[config.mk]
export PLATFORM = sky130hd
export DESIGN_NAME = master_clock_source_control
export DESIGN_NICKNAME = d
export VERILOG_FILES = /design/src/design/clk_src_pkg.sv /design/src/design/master_clock_source_control.sv /design/src/design/osc_ready_timer.sv /design/src/design/emc_guard_reg.sv
export SDC_FILE = /design/constraint.sdc
export NUM_CORES = 1
export LEC_CHECK = 0
export BUFFER_PORTS_ARGS = -buffer_cell sky130_fd_sc_hd__buf_2
export CORE_UTILIZATION = 53
export CTS_BUF_LIST = sky130_fd_sc_hd__clkbuf_4 sky130_fd_sc_hd__clkbuf_8
export CTS_CLUSTER_DIAMETER = 30
export CTS_CLUSTER_SIZE = 40
export DETAILED_ROUTE_END_ITERATION = 7
export MAX_ROUTING_LAYER = met4
export PLACE_DENSITY = 0.79
export SLEW_MARGIN = 30
export SYNTH_ARGS = -nofsm -noshare
export SYNTH_HDL_FRONTEND = slang
export SYNTH_SLANG_ARGS = --single-unit
[constraint.sdc]
create_clock -name sys_clk -period 2.3 [get_ports sys_clk]
set_input_delay 0.23 -clock sys_clk [delete_from_list [all_inputs] [get_ports sys_clk]]
set_output_delay 0.23 -clock sys_clk [all_outputs]
set_load 0.05 [all_outputs]
[src/design/clk_src_pkg.sv]
// package of constants for the master clock source controller
package clk_src_pkg;
  // register offsets on the plain register port
  localparam logic [3:0] EXT_REG_OFS = 4'h0;
  localparam logic [3:0] INT_REG_OFS = 4'h1;
  localparam logic [3:0] DIV_REG_OFS = 4'h2;
  localparam logic [3:0] TRIM_REG_OFS = 4'h3;
  localparam logic [3:0] STAT_REG_OFS = 4'h4;
  // field positions
  localparam int EXT_EN_BIT = 0;
  localparam int EXT_RDY_BIT = 1;
  localparam int INT_FAST_EN_BIT = 0;
  localparam int INT_FAST_RDY_BIT = 1;
  localparam int INT_SLOW_EN_BIT = 3;
  localparam int INT_SLOW_RDY_BIT = 4;
  localparam int INT_WAKE_BIT = 2;
  localparam int DIV_LSB = 3;
  // reset values
  localparam logic [7:0] EXT_REG_RST = 8'h00;
  localparam logic [7:0] INT_REG_RST = 8'h01;
  localparam logic [1:0] DIV_RST = 2'h3;
  localparam logic [3:0] TRIM_RST = 4'h0;
  localparam logic [7:0] CAL_DEFAULT = 8'h80;
  // timing counts in oscillator cycles, clock rates in Hz
  localparam int EXT_STAB_CYCLES = 2048;
  localparam int FAST_RC_STAB_CYCLES = 16;
  localparam int SLOW_RC_STAB_CYCLES = 16;
  localparam int SYS_CLK_HZ = 20000000;
  localparam int FAST_RC_HZ = 16000000;
  localparam int SLOW_RC_HZ = 128000;
  localparam int USER_CLK_MAX_HZ = 24000000;
  // master source codes
  typedef enum logic [1:0] {
    SRC_FAST_RC = 2'b00,
    SRC_EXT_XTAL = 2'b01,
    SRC_EXT_USER = 2'b10,
    SRC_SLOW_RC = 2'b11
  } src_e;
endpackage : clk_src_pkg

[src/design/master_clock_source_control.sv]
// master clock source control: enables, ready flags, divider, trim, emc guard
// Functional notes
// - critical registers kept complementary; mismatch raises the disturbance reset
// - master selectable from crystal, user clock, fast RC, slow RC
// - crystal, fast RC and slow RC each have their own on/off control; the user clock uses the crystal enable
// - crystal held 2048 cycles by default; option may shorten count
// - crystal ready flag set when stable; clock released only then
// - crystal starts or stops with its enable bit
// - user clock option takes input pin clock, frees output pin as I/O
// - above 16 MHz memory accesses use one wait state from option
// - fast RC passes a divider of factor 1 to 8
// - startup master is fast RC divided by 8
// - fast RC ready flag set when stable; output withheld until then
// - fast RC starts or stops with its enable bit
// - fast RC at its current divider serves as backup clock when the crystal fails
// - fast wakeup bit selects fast RC on leaving halt
// - factory calibration loaded into internal register after reset
// - signed 3 or 4 bit trim is added to calibration
// - four-bit trim steps are half the three-bit step width
// - slow RC starts or stops with its enable bit
// - slow RC ready flag set when stable; clock withheld until then
// - slow RC has no software trim
// - slow RC refused as master while permit option cleared
// - slow RC may keep running in halt when the watchdog needs it
`timescale 1ns/1ps
module master_clock_source_control #(
  parameter int TRIM_BITS = 4,
  parameter int EXT_STAB = clk_src_pkg::EXT_STAB_CYCLES
) (
  input wire logic sys_clk,
  input wire logic nrst,
  input wire logic clkEn,
  input wire logic [3:0] regAddr,
  input wire logic [7:0] regWdata,
  input wire logic regWrite,
  input wire logic regRead,
  output logic [7:0] regRdata,
  input wire logic extOscTick,
  input wire logic fastRcTick,
  input wire logic slowRcTick,
  input wire logic [11:0] ext_osc_stabilize_count_option,
  input wire logic user_clock_mode_option,
  input wire logic slow_rc_master_permit_option,
  input wire logic waitStateOption,
  input wire logic [7:0] factoryCal,
  input wire logic [1:0] requestSrc,
  input wire logic haltMode,
  input wire logic wakeupEvent,
  input wire logic watchdogNeedsSlow,
  input wire logic extOscFail,
  input wire logic [7:0] disturbFault,
  output logic ext_osc_enable,
  output logic int_fast_rc_enable,
  output logic int_slow_rc_enable,
  output logic extReleased,
  output logic fastRcReleased,
  output logic slowRcReleased,
  output logic [1:0] masterSrc,
  output logic [2:0] fastRcDivLog2,
  output logic [7:0] fastRcTrimCode,
  output logic flashWaitState,
  output logic oscOutPinFree,
  output logic backupClkAvail,
  output logic disturbReset
);
  import clk_src_pkg::*;

  logic [7:0] extReg;
  logic [7:0] intReg;
  logic [7:0] divReg;
  logic [3:0] trimReg;
  logic [7:0] calReg;
  logic extMis;
  logic intMis;
  logic ext_osc_ready_flag;
  logic int_fast_rc_ready_flag;
  logic int_slow_rc_ready_flag;
  logic [11:0] extStabSel;
  logic wrExt;
  logic wrInt;
  logic [7:0] next_regRdata;
  logic [7:0] next_trim;
  logic [1:0] next_masterSrc;
  logic fast_wakeup_select;
  logic [1:0] divField;

  assign wrExt = regWrite && regAddr == EXT_REG_OFS;
  assign wrInt = regWrite && regAddr == INT_REG_OFS;
  assign fast_wakeup_select = intReg[INT_WAKE_BIT];
  assign divField = divReg[DIV_LSB +: 2];

  emc_guard_reg #(.W(8), .RST(EXT_REG_RST)) u_extGuard (
    .sys_clk(sys_clk),
    .nrst(nrst),
    .clkEn(clkEn),
    .load(wrExt),
    .wdata({7'h00, regWdata[EXT_EN_BIT]}),
    .corrupt(disturbFault),
    .value(extReg),
    .mismatch(extMis)
  );

  emc_guard_reg #(.W(8), .RST(INT_REG_RST)) u_intGuard (
    .sys_clk(sys_clk),
    .nrst(nrst),
    .clkEn(clkEn),
    .load(wrInt),
    .wdata(regWdata & 8'h0d),
    .corrupt(8'h00),
    .value(intReg),
    .mismatch(intMis)
  );

  // option may shorten the count; zero keeps the default
  assign extStabSel = (ext_osc_stabilize_count_option != 12'h000 &&
                       ext_osc_stabilize_count_option < 12'(EXT_STAB)) ?
                      ext_osc_stabilize_count_option : 12'(EXT_STAB);

  osc_ready_timer #(.CW(12)) u_extTimer (
    .sys_clk(sys_clk),
    .nrst(nrst),
    .clkEn(clkEn),
    .oscEnable(ext_osc_enable),
    .oscTick(extOscTick),
    .stabCount(extStabSel),
    .ready(ext_osc_ready_flag)
  );

  osc_ready_timer #(.CW(12)) u_fastTimer (
    .sys_clk(sys_clk),
    .nrst(nrst),
    .clkEn(clkEn),
    .oscEnable(int_fast_rc_enable),
    .oscTick(fastRcTick),
    .stabCount(12'(FAST_RC_STAB_CYCLES)),
    .ready(int_fast_rc_ready_flag)
  );

  osc_ready_timer #(.CW(12)) u_slowTimer (
    .sys_clk(sys_clk),
    .nrst(nrst),
    .clkEn(clkEn),
    .oscEnable(int_slow_rc_enable),
    .oscTick(slowRcTick),
    .stabCount(12'(SLOW_RC_STAB_CYCLES)),
    .ready(int_slow_rc_ready_flag)
  );

  always_ff @(posedge sys_clk or negedge nrst) begin
    if (!nrst) begin
      ext_osc_enable <= 1'b0;
      int_fast_rc_enable <= 1'b1;
      int_slow_rc_enable <= 1'b0;
    end else if (clkEn) begin
      ext_osc_enable <= extReg[EXT_EN_BIT];
      int_fast_rc_enable <= intReg[INT_FAST_EN_BIT];
      // slow RC enable bit; kept on in halt for watchdog
      int_slow_rc_enable <= intReg[INT_SLOW_EN_BIT] || (haltMode && watchdogNeedsSlow);
    end
  end

  always_ff @(posedge sys_clk or negedge nrst) begin
    if (!nrst) begin
      extReleased <= 1'b0;
      fastRcReleased <= 1'b0;
      slowRcReleased <= 1'b0;
    end else if (clkEn) begin
      extReleased <= ext_osc_ready_flag;
      fastRcReleased <= int_fast_rc_ready_flag;
      slowRcReleased <= int_slow_rc_ready_flag;
    end
  end

  // divider register, factor 1 to 8
  always_ff @(posedge sys_clk or negedge nrst) begin
    if (!nrst) begin
      divReg <= {3'h0, DIV_RST, 3'h0};
    end else if (clkEn) begin
      if (regWrite && regAddr == DIV_REG_OFS) begin
        divReg <= {3'h0, regWdata[DIV_LSB +: 2], 3'h0};
      end
    end
  end

  always_ff @(posedge sys_clk or negedge nrst) begin
    if (!nrst) begin
      calReg <= CAL_DEFAULT;
      trimReg <= TRIM_RST;
    end else if (clkEn) begin
      calReg <= factoryCal;
      if (regWrite && regAddr == TRIM_REG_OFS) begin
        trimReg <= regWdata[3:0];
      end
    end
  end

  // sign-extended trim added; 3-bit steps doubled in weight
  // no slow RC trim path exists
  always_comb begin
    if (TRIM_BITS == 4) begin
      next_trim = calReg + {{4{trimReg[3]}}, trimReg};
    end else begin
      next_trim = calReg + {{4{trimReg[2]}}, trimReg[2:0], 1'b0};
    end
  end

  always_ff @(posedge sys_clk or negedge nrst) begin
    if (!nrst) begin
      fastRcTrimCode <= CAL_DEFAULT;
      fastRcDivLog2 <= {1'b0, DIV_RST};
    end else if (clkEn) begin
      fastRcTrimCode <= next_trim;
      fastRcDivLog2 <= {1'b0, divField};
    end
  end

  always_comb begin
    next_masterSrc = masterSrc;
    if (wakeupEvent && fast_wakeup_select) begin
      next_masterSrc = SRC_FAST_RC;
    end else if (requestSrc == SRC_SLOW_RC) begin
      if (slow_rc_master_permit_option && int_slow_rc_ready_flag) begin
        next_masterSrc = SRC_SLOW_RC;
      end
    end else if (requestSrc == SRC_EXT_XTAL || requestSrc == SRC_EXT_USER) begin
      // failed crystal is not taken back, or master would flip every cycle
      if (ext_osc_ready_flag && !extOscFail) begin
        // user option picks the pin clock
        next_masterSrc = user_clock_mode_option ? SRC_EXT_USER : SRC_EXT_XTAL;
      end
    end else if (int_fast_rc_ready_flag) begin
      next_masterSrc = SRC_FAST_RC;
    end
    if (extOscFail && masterSrc == SRC_EXT_XTAL) begin
      next_masterSrc = SRC_FAST_RC;
    end
  end

  always_ff @(posedge sys_clk or negedge nrst) begin
    if (!nrst) begin
      masterSrc <= SRC_FAST_RC;
    end else if (clkEn) begin
      masterSrc <= next_masterSrc;
    end
  end

  // output pin freed; wait state from option; backup
  always_ff @(posedge sys_clk or negedge nrst) begin
    if (!nrst) begin
      oscOutPinFree <= 1'b0;
      flashWaitState <= 1'b0;
      backupClkAvail <= 1'b0;
    end else if (clkEn) begin
      oscOutPinFree <= user_clock_mode_option;
      flashWaitState <= waitStateOption;
      backupClkAvail <= int_fast_rc_ready_flag;
    end
  end

  always_ff @(posedge sys_clk or negedge nrst) begin
    if (!nrst) begin
      disturbReset <= 1'b0;
    end else if (clkEn) begin
      disturbReset <= disturbReset || extMis || intMis;
    end
  end

  // read mux, unmapped reads give zero
  always_comb begin
    unique case (regAddr)
      EXT_REG_OFS: next_regRdata = {6'h00, ext_osc_ready_flag, extReg[EXT_EN_BIT]};
      INT_REG_OFS: next_regRdata = {3'h0, int_slow_rc_ready_flag, intReg[3:2],
                                    int_fast_rc_ready_flag, intReg[0]};
      DIV_REG_OFS: next_regRdata = divReg;
      TRIM_REG_OFS: next_regRdata = {4'h0, trimReg};
      STAT_REG_OFS: next_regRdata = {4'h0, oscOutPinFree, 1'b0, masterSrc};
      default: next_regRdata = 8'h00;
    endcase
  end

  always_ff @(posedge sys_clk or negedge nrst) begin
    if (!nrst) begin
      regRdata <= 8'h00;
    end else if (clkEn) begin
      regRdata <= regRead ? next_regRdata : 8'h00;
    end
  end

  property p_slowPermit;
    @(posedge sys_clk) disable iff (!nrst)
      !slow_rc_master_permit_option |-> ##1 !(masterSrc == SRC_SLOW_RC && $changed(masterSrc));
  endproperty
  a_slowPermit: assert property (p_slowPermit) else $error("slow rc taken without permit");

  property p_extRelease;
    @(posedge sys_clk) disable iff (!nrst)
      extReleased |-> $past(ext_osc_ready_flag);
  endproperty
  a_extRelease: assert property (p_extRelease) else $error("crystal released early");

  property p_disturb;
    @(posedge sys_clk) disable iff (!nrst)
      (clkEn && (extMis || intMis)) |=> disturbReset;
  endproperty
  a_disturb: assert property (p_disturb) else $error("mismatch without reset");

  property p_readyClear;
    @(posedge sys_clk) disable iff (!nrst)
      (clkEn && !ext_osc_enable) |=> !ext_osc_ready_flag;
  endproperty
  a_readyClear: assert property (p_readyClear) else $error("ready kept while off");

  property p_wake;
    @(posedge sys_clk) disable iff (!nrst)
      (clkEn && wakeupEvent && fast_wakeup_select) |=> masterSrc == SRC_FAST_RC;
  endproperty
  a_wake: assert property (p_wake) else $error("fast wakeup ignored");

  property p_fastRelease;
    @(posedge sys_clk) disable iff (!nrst)
      fastRcReleased |-> $past(int_fast_rc_ready_flag);
  endproperty
  a_fastRelease: assert property (p_fastRelease) else $error("fast rc released early");

  property p_slowRelease;
    @(posedge sys_clk) disable iff (!nrst)
      slowRcReleased |-> $past(int_slow_rc_ready_flag);
  endproperty
  a_slowRelease: assert property (p_slowRelease) else $error("slow rc released early");

  property p_crystalEn;
    @(posedge sys_clk) disable iff (!nrst)
      (clkEn && wrExt) ##1 clkEn |=> ext_osc_enable == $past(extReg[EXT_EN_BIT]);
  endproperty
  a_crystalEn: assert property (p_crystalEn) else $error("crystal enable not followed");
endmodule : master_clock_source_control

[src/design/osc_ready_timer.sv]
// stabilization timer producing one oscillator ready flag
`timescale 1ns/1ps
module osc_ready_timer #(
  parameter int CW = 12
) (
  input wire logic sys_clk,
  input wire logic nrst,
  input wire logic clkEn,
  input wire logic oscEnable,
  input wire logic oscTick,
  input wire logic [CW-1:0] stabCount,
  output logic ready
);
  import clk_src_pkg::*;
  logic [CW-1:0] count;

  always_ff @(posedge sys_clk or negedge nrst) begin
    if (!nrst) begin
      count <= '0;
      ready <= 1'b0;
    end else if (clkEn) begin
      if (!oscEnable) begin
        count <= '0;
        ready <= 1'b0;
      end else if (!ready && oscTick) begin
        if (count == stabCount - CW'(1)) begin
          ready <= 1'b1;
        end else begin
          count <= count + CW'(1);
        end
      end
    end
  end
endmodule : osc_ready_timer

[src/design/emc_guard_reg.sv]
// register held as a true and a complemented copy
`timescale 1ns/1ps
module emc_guard_reg #(
  parameter int W = 8,
  parameter logic [W-1:0] RST = '0
) (
  input wire logic sys_clk,
  input wire logic nrst,
  input wire logic clkEn,
  input wire logic load,
  input wire logic [W-1:0] wdata,
  input wire logic [W-1:0] corrupt,
  output logic [W-1:0] value,
  output logic mismatch
);
  logic [W-1:0] truePart;
  logic [W-1:0] invPart;

  always_ff @(posedge sys_clk or negedge nrst) begin
    if (!nrst) begin
      truePart <= RST;
      invPart <= ~RST;
    end else if (clkEn) begin
      if (load) begin
        truePart <= wdata;
        invPart <= ~wdata;
      end else begin
        truePart <= truePart ^ corrupt;
      end
    end
  end

  assign value = truePart;
  assign mismatch = (truePart != ~invPart);
endmodule : emc_guard_reg

**Yosys cells after proc, flatten, opt, wreduce, memory -nomap -nowiden**

Index checks and enable logic that the tools add are counted.
Widths: inputs -> output; s select.

- $add $sub $neg: 5
- $lt $le $gt $ge: 1
- Equal/unequal tests: 24
- Mux-type cells: 30
- Bitwise gates (word level): 5
- Reductions and logical operators: 35

Operators with widths:

| operator | count |
|---|---|
| $mux 12 | 10 |
| $add 12x1->12 const B | 3 |
| $pmux 5 s5 | 1 |
| $eq 12x4->1 const B | 2 |
| $reduce_and 3->1 | 6 |
| $mux 2 | 8 |
| $mux 8 | 2 |
| $not 8->8 | 2 |
| $logic_and 1x1->1 | 13 |
| $eq 12x12->1 | 1 |
| $lt 12x12->1 const B | 1 |
| $ne 2x1->1 const B | 6 |
| $reduce_bool 12->1 | 1 |
| $sub 12x1->12 const B | 1 |
| $mux 1 | 9 |
| $add 8x8->8 | 1 |
| $eq 4x2->1 const B | 2 |
| $ne 4x8->1 | 1 |
| $ne 8x8->1 | 1 |
| $not 1->8 | 1 |
| $not 4->8 | 1 |
| $reduce_and 2->1 | 4 |
| $xor 8x8->8 | 1 |
| $ne 2x2->1 const B | 3 |
| other kinds (11) | 19 |

- Flip-flop bits (word level): 109
- Input port bits: 57
- Output and inout bits: 31

**Depth between registers and ports, before layout**

- Word-level depth: 8
- Depth in mapped cells: 14
- Gate-level depth less buffers: 11

**Modules after synthesis**

A second synthesis with hierarchy kept.

- Cells, all modules: 838
- Area, all modules: 7805.0 µm²

Modules (own cells, without submodules):

| module | times used | cells each | area an instance (µm²) | sequential area each (µm²) |
|---|---|---|---|---|
| osc_ready_timer (u_extTimer ...) | 2 | 153 | 1318.8 | 325.3 |
| master_clock_source_control | 1 | 212 | 2274.7 | 1009.7 |
| emc_guard_reg | 2 | 83 | 797.0 | 410.4 |
| osc_ready_timer (u_slowTimer) | 1 | 154 | 1298.7 | 325.3 |

**Least setup slack after synthesis**

Ideal clock, no wire load.

- Path kind: input port to flip-flop
- Start: in ext_osc_stabilize_count_option[11]
- End: reg u_extTimer.count[11]
- Setup time: 139 ps
- Arrival: 2765 ps
- Data required time: 2161 ps
- Path slack: -604 ps
- Stages on the path: 14
- Cell sequence: clkbuf_1 > inv_1 > clkbuf_1 > nand2_1 > ha_1 > clkbuf_1 > xor2_1 > nor4b_1 > a31o_2 > a32oi_1 > or4_4 > nor3_4 > or4_1 > a21oi_1

- Word-level cells in the longest chain between the ends: 7

RTL lines:

| element | line | RTL |
|---|---|---|
| start, declared | master_clock_source_control.sv:41 | `input wire logic [11:0] ext_osc_stabilize_count_option,` |
| $lt 12x12->1 or $reduce_bool 12->1 (tied branches) | master_clock_source_control.sv:116, master_clock_source_control.sv:115 |  |
| $logic_and 1x1->1 | master_clock_source_control.sv:115 | `assign extStabSel = (ext_osc_stabilize_count_option != 12'h000 &&` |
| $mux 12 (*) | master_clock_source_control.sv:116 | `ext_osc_stabilize_count_option < 12'(EXT_STAB)) ?` |
| $sub 12x1->12 (*) | osc_ready_timer.sv:26 | `if (count == stabCount - CW'(1)) begin` |
| $eq 12x12->1 (*) | osc_ready_timer.sv:26 |  |
| $ne 2x2->1 (no line) (*) | n/a |  |
| $reduce_and 3->1 (no line) (*) | n/a |  |
| end signal, assigned | osc_ready_timer.sv:29 | `count <= count + CW'(1);` |
| end, declared | osc_ready_timer.sv:15 | `logic [CW-1:0] count;` |

Every way passes the cells marked *; elsewhere a longest branch is shown, timed or not.
A chain may end at the register's enable or synchronous reset.

**Worst setup path after layout**

- Start: in ext_osc_stabilize_count_option[5]
- End: reg u_extTimer.count[0]

Same word-level chain as after synthesis.

==> run_summary.xml <==
<?xml version="1.0" encoding="UTF-8"?>
<metrics>
  <group name="sta">
    <metric name="final_report_hold_violation_count" unit="">0</metric>
    <metric name="timing.final.ws_setup" unit="ns">-0.1055</metric>
    <metric name="tightestPinTransition" unit="ns">0.6206</metric>
    <metric name="fin_worst_hold_slack" unit="ns">0.06738</metric>
    <metric name="rel_slew_slack" unit="%">58.54</metric>
    <metric name="slew_viol_final" unit="">0</metric>
    <metric name="grt_setup_unrepaired" unit="">yes</metric>
    <metric name="clock.fmax" unit="MHz">415.7</metric>
    <metric name="setup-tns-final" unit="ns">-0.6220</metric>
    <metric name="report.final.setup_viol" unit="">12</metric>
    <metric name="layout_worst_path_cycle_share" unit="%">104.6</metric>
    <metric name="min_period" unit="ns">2.405</metric>
    <metric name="fin_skew" unit="ns">0.01656</metric>
  </group>
  <group name="synthesis">
    <metric name="ys_seq_area_share" unit="%">45.52</metric>
    <metric name="synthesis.instances" unit="">531</metric>
    <metric name="synth_compound_area_share" unit="%">12.64</metric>
    <metric name="muxShareOfSynthArea" unit="%">8.040</metric>
    <metric name="synth-seq-cells" unit="">94</metric>
    <metric name="syn_avg_cell_area" unit="µm²">9.788</metric>
    <metric name="asyncSetResetFlopFracSynth" unit="%">100.0</metric>
    <metric name="synth_cell_type_count" unit="">60</metric>
    <metric name="synth_top_family_by_area" unit="">simple AND/OR/NAND/NOR gates</metric>
    <metric name="number_of_enable_flip_flop_cells_after_synthesis" unit="">0</metric>
    <metric name="synth_xor_area_share" unit="%">7.415</metric>
    <metric name="synth_fa_ha_area_share" unit="%">3.274</metric>
    <metric name="post_synth_and_or_nand_nor_area_fraction" unit="%">19.57</metric>
    <metric name="yosys_most_used_dff" unit="">dfrtp_1</metric>
    <metric name="synth.cell_area" unit="µm²">5197</metric>
    <metric name="yosysWarningCount" unit="">0</metric>
  </group>
  <group name="clock_tree">
    <metric name="clockBufferDepth" unit="">2</metric>
    <metric name="cts_made_buffers" unit="">9</metric>
    <metric name="cts.root.buffer_cell" unit="">clkbuf_8</metric>
    <metric name="h-tree-depth" unit="">3</metric>
    <metric name="path_clk_slew" unit="ns">0.08</metric>
    <metric name="tritoncts" unit="">yes</metric>
    <metric name="clock_insertion_delay_worst_skew" unit="ns">0.37</metric>
    <metric name="clock_sink_count" unit="">94</metric>
  </group>
  <group name="cells_and_area">
    <metric name="seqCellArea" unit="µm²">2367</metric>
    <metric name="design.final.nets" unit="">710</metric>
    <metric name="final_design_area_no_fill" unit="µm²">6345</metric>
    <metric name="multiInputGateArea" unit="µm²">2848</metric>
    <metric name="finish.cell_count_without_fillers" unit="">774</metric>
    <metric name="antennaDiodeCount" unit="">0</metric>
    <metric name="layout.cells.most_common_list" unit="">dfrtp_1 (82), buf_2 (77), nand2_1 (54)</metric>
    <metric name="mostFrequentLayoutCell" unit="">dfrtp_1</metric>
    <metric name="utilization" unit="%">67.70</metric>
    <metric name="flow.area_growth_from_synthesis" unit="%">22.08</metric>
    <metric name="fillerInstances" unit="">757</metric>
    <metric name="drive_gt1_share" unit="%">32.56</metric>
  </group>
  <group name="placement">
    <metric name="dp_hpwl" unit="µm">8859</metric>
    <metric name="buffer_ports.inserted" unit="">80</metric>
    <metric name="routabilityCongestion" unit="">0.8810</metric>
    <metric name="post-place-ws" unit="ns">-0.5308</metric>
    <metric name="place.detailed.instances" unit="">755</metric>
    <metric name="dpl_cell_area" unit="µm²">5967</metric>
  </group>
  <group name="drt">
    <metric name="routed_wirelength" unit="µm">11800</metric>
    <metric name="average_via_count_per_standard_cell" unit="">5.680</metric>
    <metric name="final_routed_wire_length_divided_by_cell_count" unit="µm">15.25</metric>
    <metric name="detailroute.via_count" unit="">4396</metric>
    <metric name="initialDrtViolationCount" unit="">252</metric>
    <metric name="count_of_unresolved_drc_violations_after_routing" unit="">0</metric>
    <metric name="drt_pass_1_iters" unit="">4</metric>
    <metric name="antenna_violating_nets_post_route" unit="">0</metric>
  </group>
  <group name="hold_path">
    <metric name="min-delay-path-class" unit="">in2reg</metric>
  </group>
  <group name="status">
    <metric name="run_status" unit="">complete, but fails checks</metric>
    <metric name="failed_checks" unit="">setup timing</metric>
  </group>
  <group name="setup_path">
    <metric name="worstSetupStartpointType" unit="">primary input</metric>
    <metric name="critPathCaptureType" unit="">flip-flop</metric>
    <metric name="timing.critical_path.arrival" unit="ns">2.63</metric>
    <metric name="cp_data_required_time" unit="ns">2.53</metric>
    <metric name="worst-setup-path-type" unit="">in2reg</metric>
    <metric name="critical_path.max_fanout" unit="">6</metric>
  </group>
  <group name="die">
    <metric name="num_io_pins" unit="">88</metric>
    <metric name="die-width" unit="µm">101.0</metric>
    <metric name="core_area" unit="µm²">9371</metric>
    <metric name="floorplan.rows" unit="">35</metric>
    <metric name="die-area" unit="µm²">10210</metric>
    <metric name="chipHeight" unit="µm">101.0</metric>
    <metric name="start_util" unit="%">55.46</metric>
  </group>
  <group name="global_route">
    <metric name="vias_in_the_first_global_route" unit="">4442</metric>
    <metric name="grt_start_max_net_pins" unit="">46</metric>
    <metric name="initial_antenna_violation_count" unit="">0</metric>
    <metric name="global_route.overflow_total" unit="">0</metric>
    <metric name="wire_length_of_the_first_global_routing_pass" unit="µm">20100</metric>
    <metric name="grtUsageTotal" unit="%">25.92</metric>
  </group>
  <group name="power">
    <metric name="pwr_density_cell" unit="nW/µm²">758.7</metric>
    <metric name="p_total" unit="mW">4.814</metric>
    <metric name="power.leakage" unit="nW">2.923</metric>
    <metric name="ir_drop" unit="µV">613.8</metric>
  </group>
  <group name="job">
    <metric name="max_cap_violations" unit="">0</metric>
  </group>
</metrics>
==> metal layers <==
layer	vias to the layer above	track usage, %	share of wire (%)
li1	2099	-	-
met1	2147	31.31	42
met2	128	43.36	51
met3	22	4.161	4.9
met4	0	10.81	1.9
met5	-	-	0
==> layout make-up <==
cell class / count / area share (%)
inverter: 18 / 1.104
clock buffer: 12 / 2.307
sequential: 94 / 37.31
timing repair buffer: 117 / 10.96
tap: 129 / 2.544
clock inverter: 4 / 0.8874
multi-input combinational: 400 / 44.88
==> report_power, final <==
part	leakage, nW	switching (mW)	internal [mW]	total [mW]
combinational	1.63	0.934	0.546	1.48
sequential	1.19	0.254	1.96	2.21
clock	0.0990	0.575	0.547	1.12
total	2.92	1.76	3.05	4.81
==> worst paths after layout <==
kind | startpoint | to | depth (start not counted) | slack, ns
setup / recovery | ext_osc_stabilize_count_option[5] | u_extTimer.count[0] | 9 | -0.11
hold / removal | regWdata[2] | u_intGuard.invPart[2] | 2 | 0.07
setup reg to reg | u_extTimer.count[2] | u_extTimer.count[0] | 8 | 0.02
hold reg to reg | disturbReset | disturbReset | 1 | 0.46
max in group asynchronous | nrst | u_extTimer.count[2] | 3 | 1.20
min in group asynchronous | nrst | trimReg[0] | 2 | 0.40
==> worst max-delay path: stages <==
cell and delay, ns:
buf_6 0.09, or4_4 0.59, or4_4 0.46, nand3_4 0.09, xor2_1 0.06, or4_4 0.63, o21a_1 0.25, mux2i_1 0.14
o22ai_1 0.09
==> logic make-up after synthesis <==
logic type	after synthesis
AND/OR/NAND/NOR	195
AO/OA/AOI/OAI	105
flip-flops	94
XOR/XNOR	44
buffers and inverters	41
multiplexers	38
adder cells (fa/ha/maj)	13
other	1
==> cell usage after synthesis, types with 7 or more instances <==
cell type | n | area, µm²
a21o_1 | 7 | 52.55
a21oi_1 | 30 | 150.1
and3_1 | 9 | 56.30
clkbuf_1 | 14 | 52.55
dfrtp_1 | 83 | 2077
dfstp_2 | 11 | 289.0
ha_1 | 12 | 150.1
inv_1 | 18 | 67.56
mux2_2 | 30 | 337.8
mux2i_1 | 8 | 80.08
nand2_1 | 56 | 210.2
nand3_1 | 19 | 95.09
nor2_1 | 37 | 138.9
nor2b_1 | 7 | 43.79
nor3_1 | 11 | 55.05
o21ai_0 | 28 | 140.1
or3_1 | 12 | 75.07
or4_1 | 8 | 60.06
xnor2_1 | 14 | 122.6
xor2_1 | 30 | 262.8
==> registers in the layout (all words and copies together) (netlist names), 3 cells and up <==
name and count:
u_extTimer.count 12, trimReg 4, calReg 8, regRdata 5
u_intGuard.invPart 3, u_extGuard.value 8, u_intGuard.value 3, fastRcTrimCode 8
u_slowTimer.count 12, u_fastTimer.count 12
==> what timing repair did <==
| action | in CTS | in global routing |
|---|---|---|
| setup buffers | 0 | 1 |
| cloned | 1 | 0 |
| hold endpoints to repair | 32 | 0 |
| pin swaps | 8 | 22 |
| hold buffers | 1 | 0 |
| resized for setup | 14 | 20 |
| endpoints found under the setup margin | 12 | 17 |
Note: power is estimated with default switching activity, not from simulation.
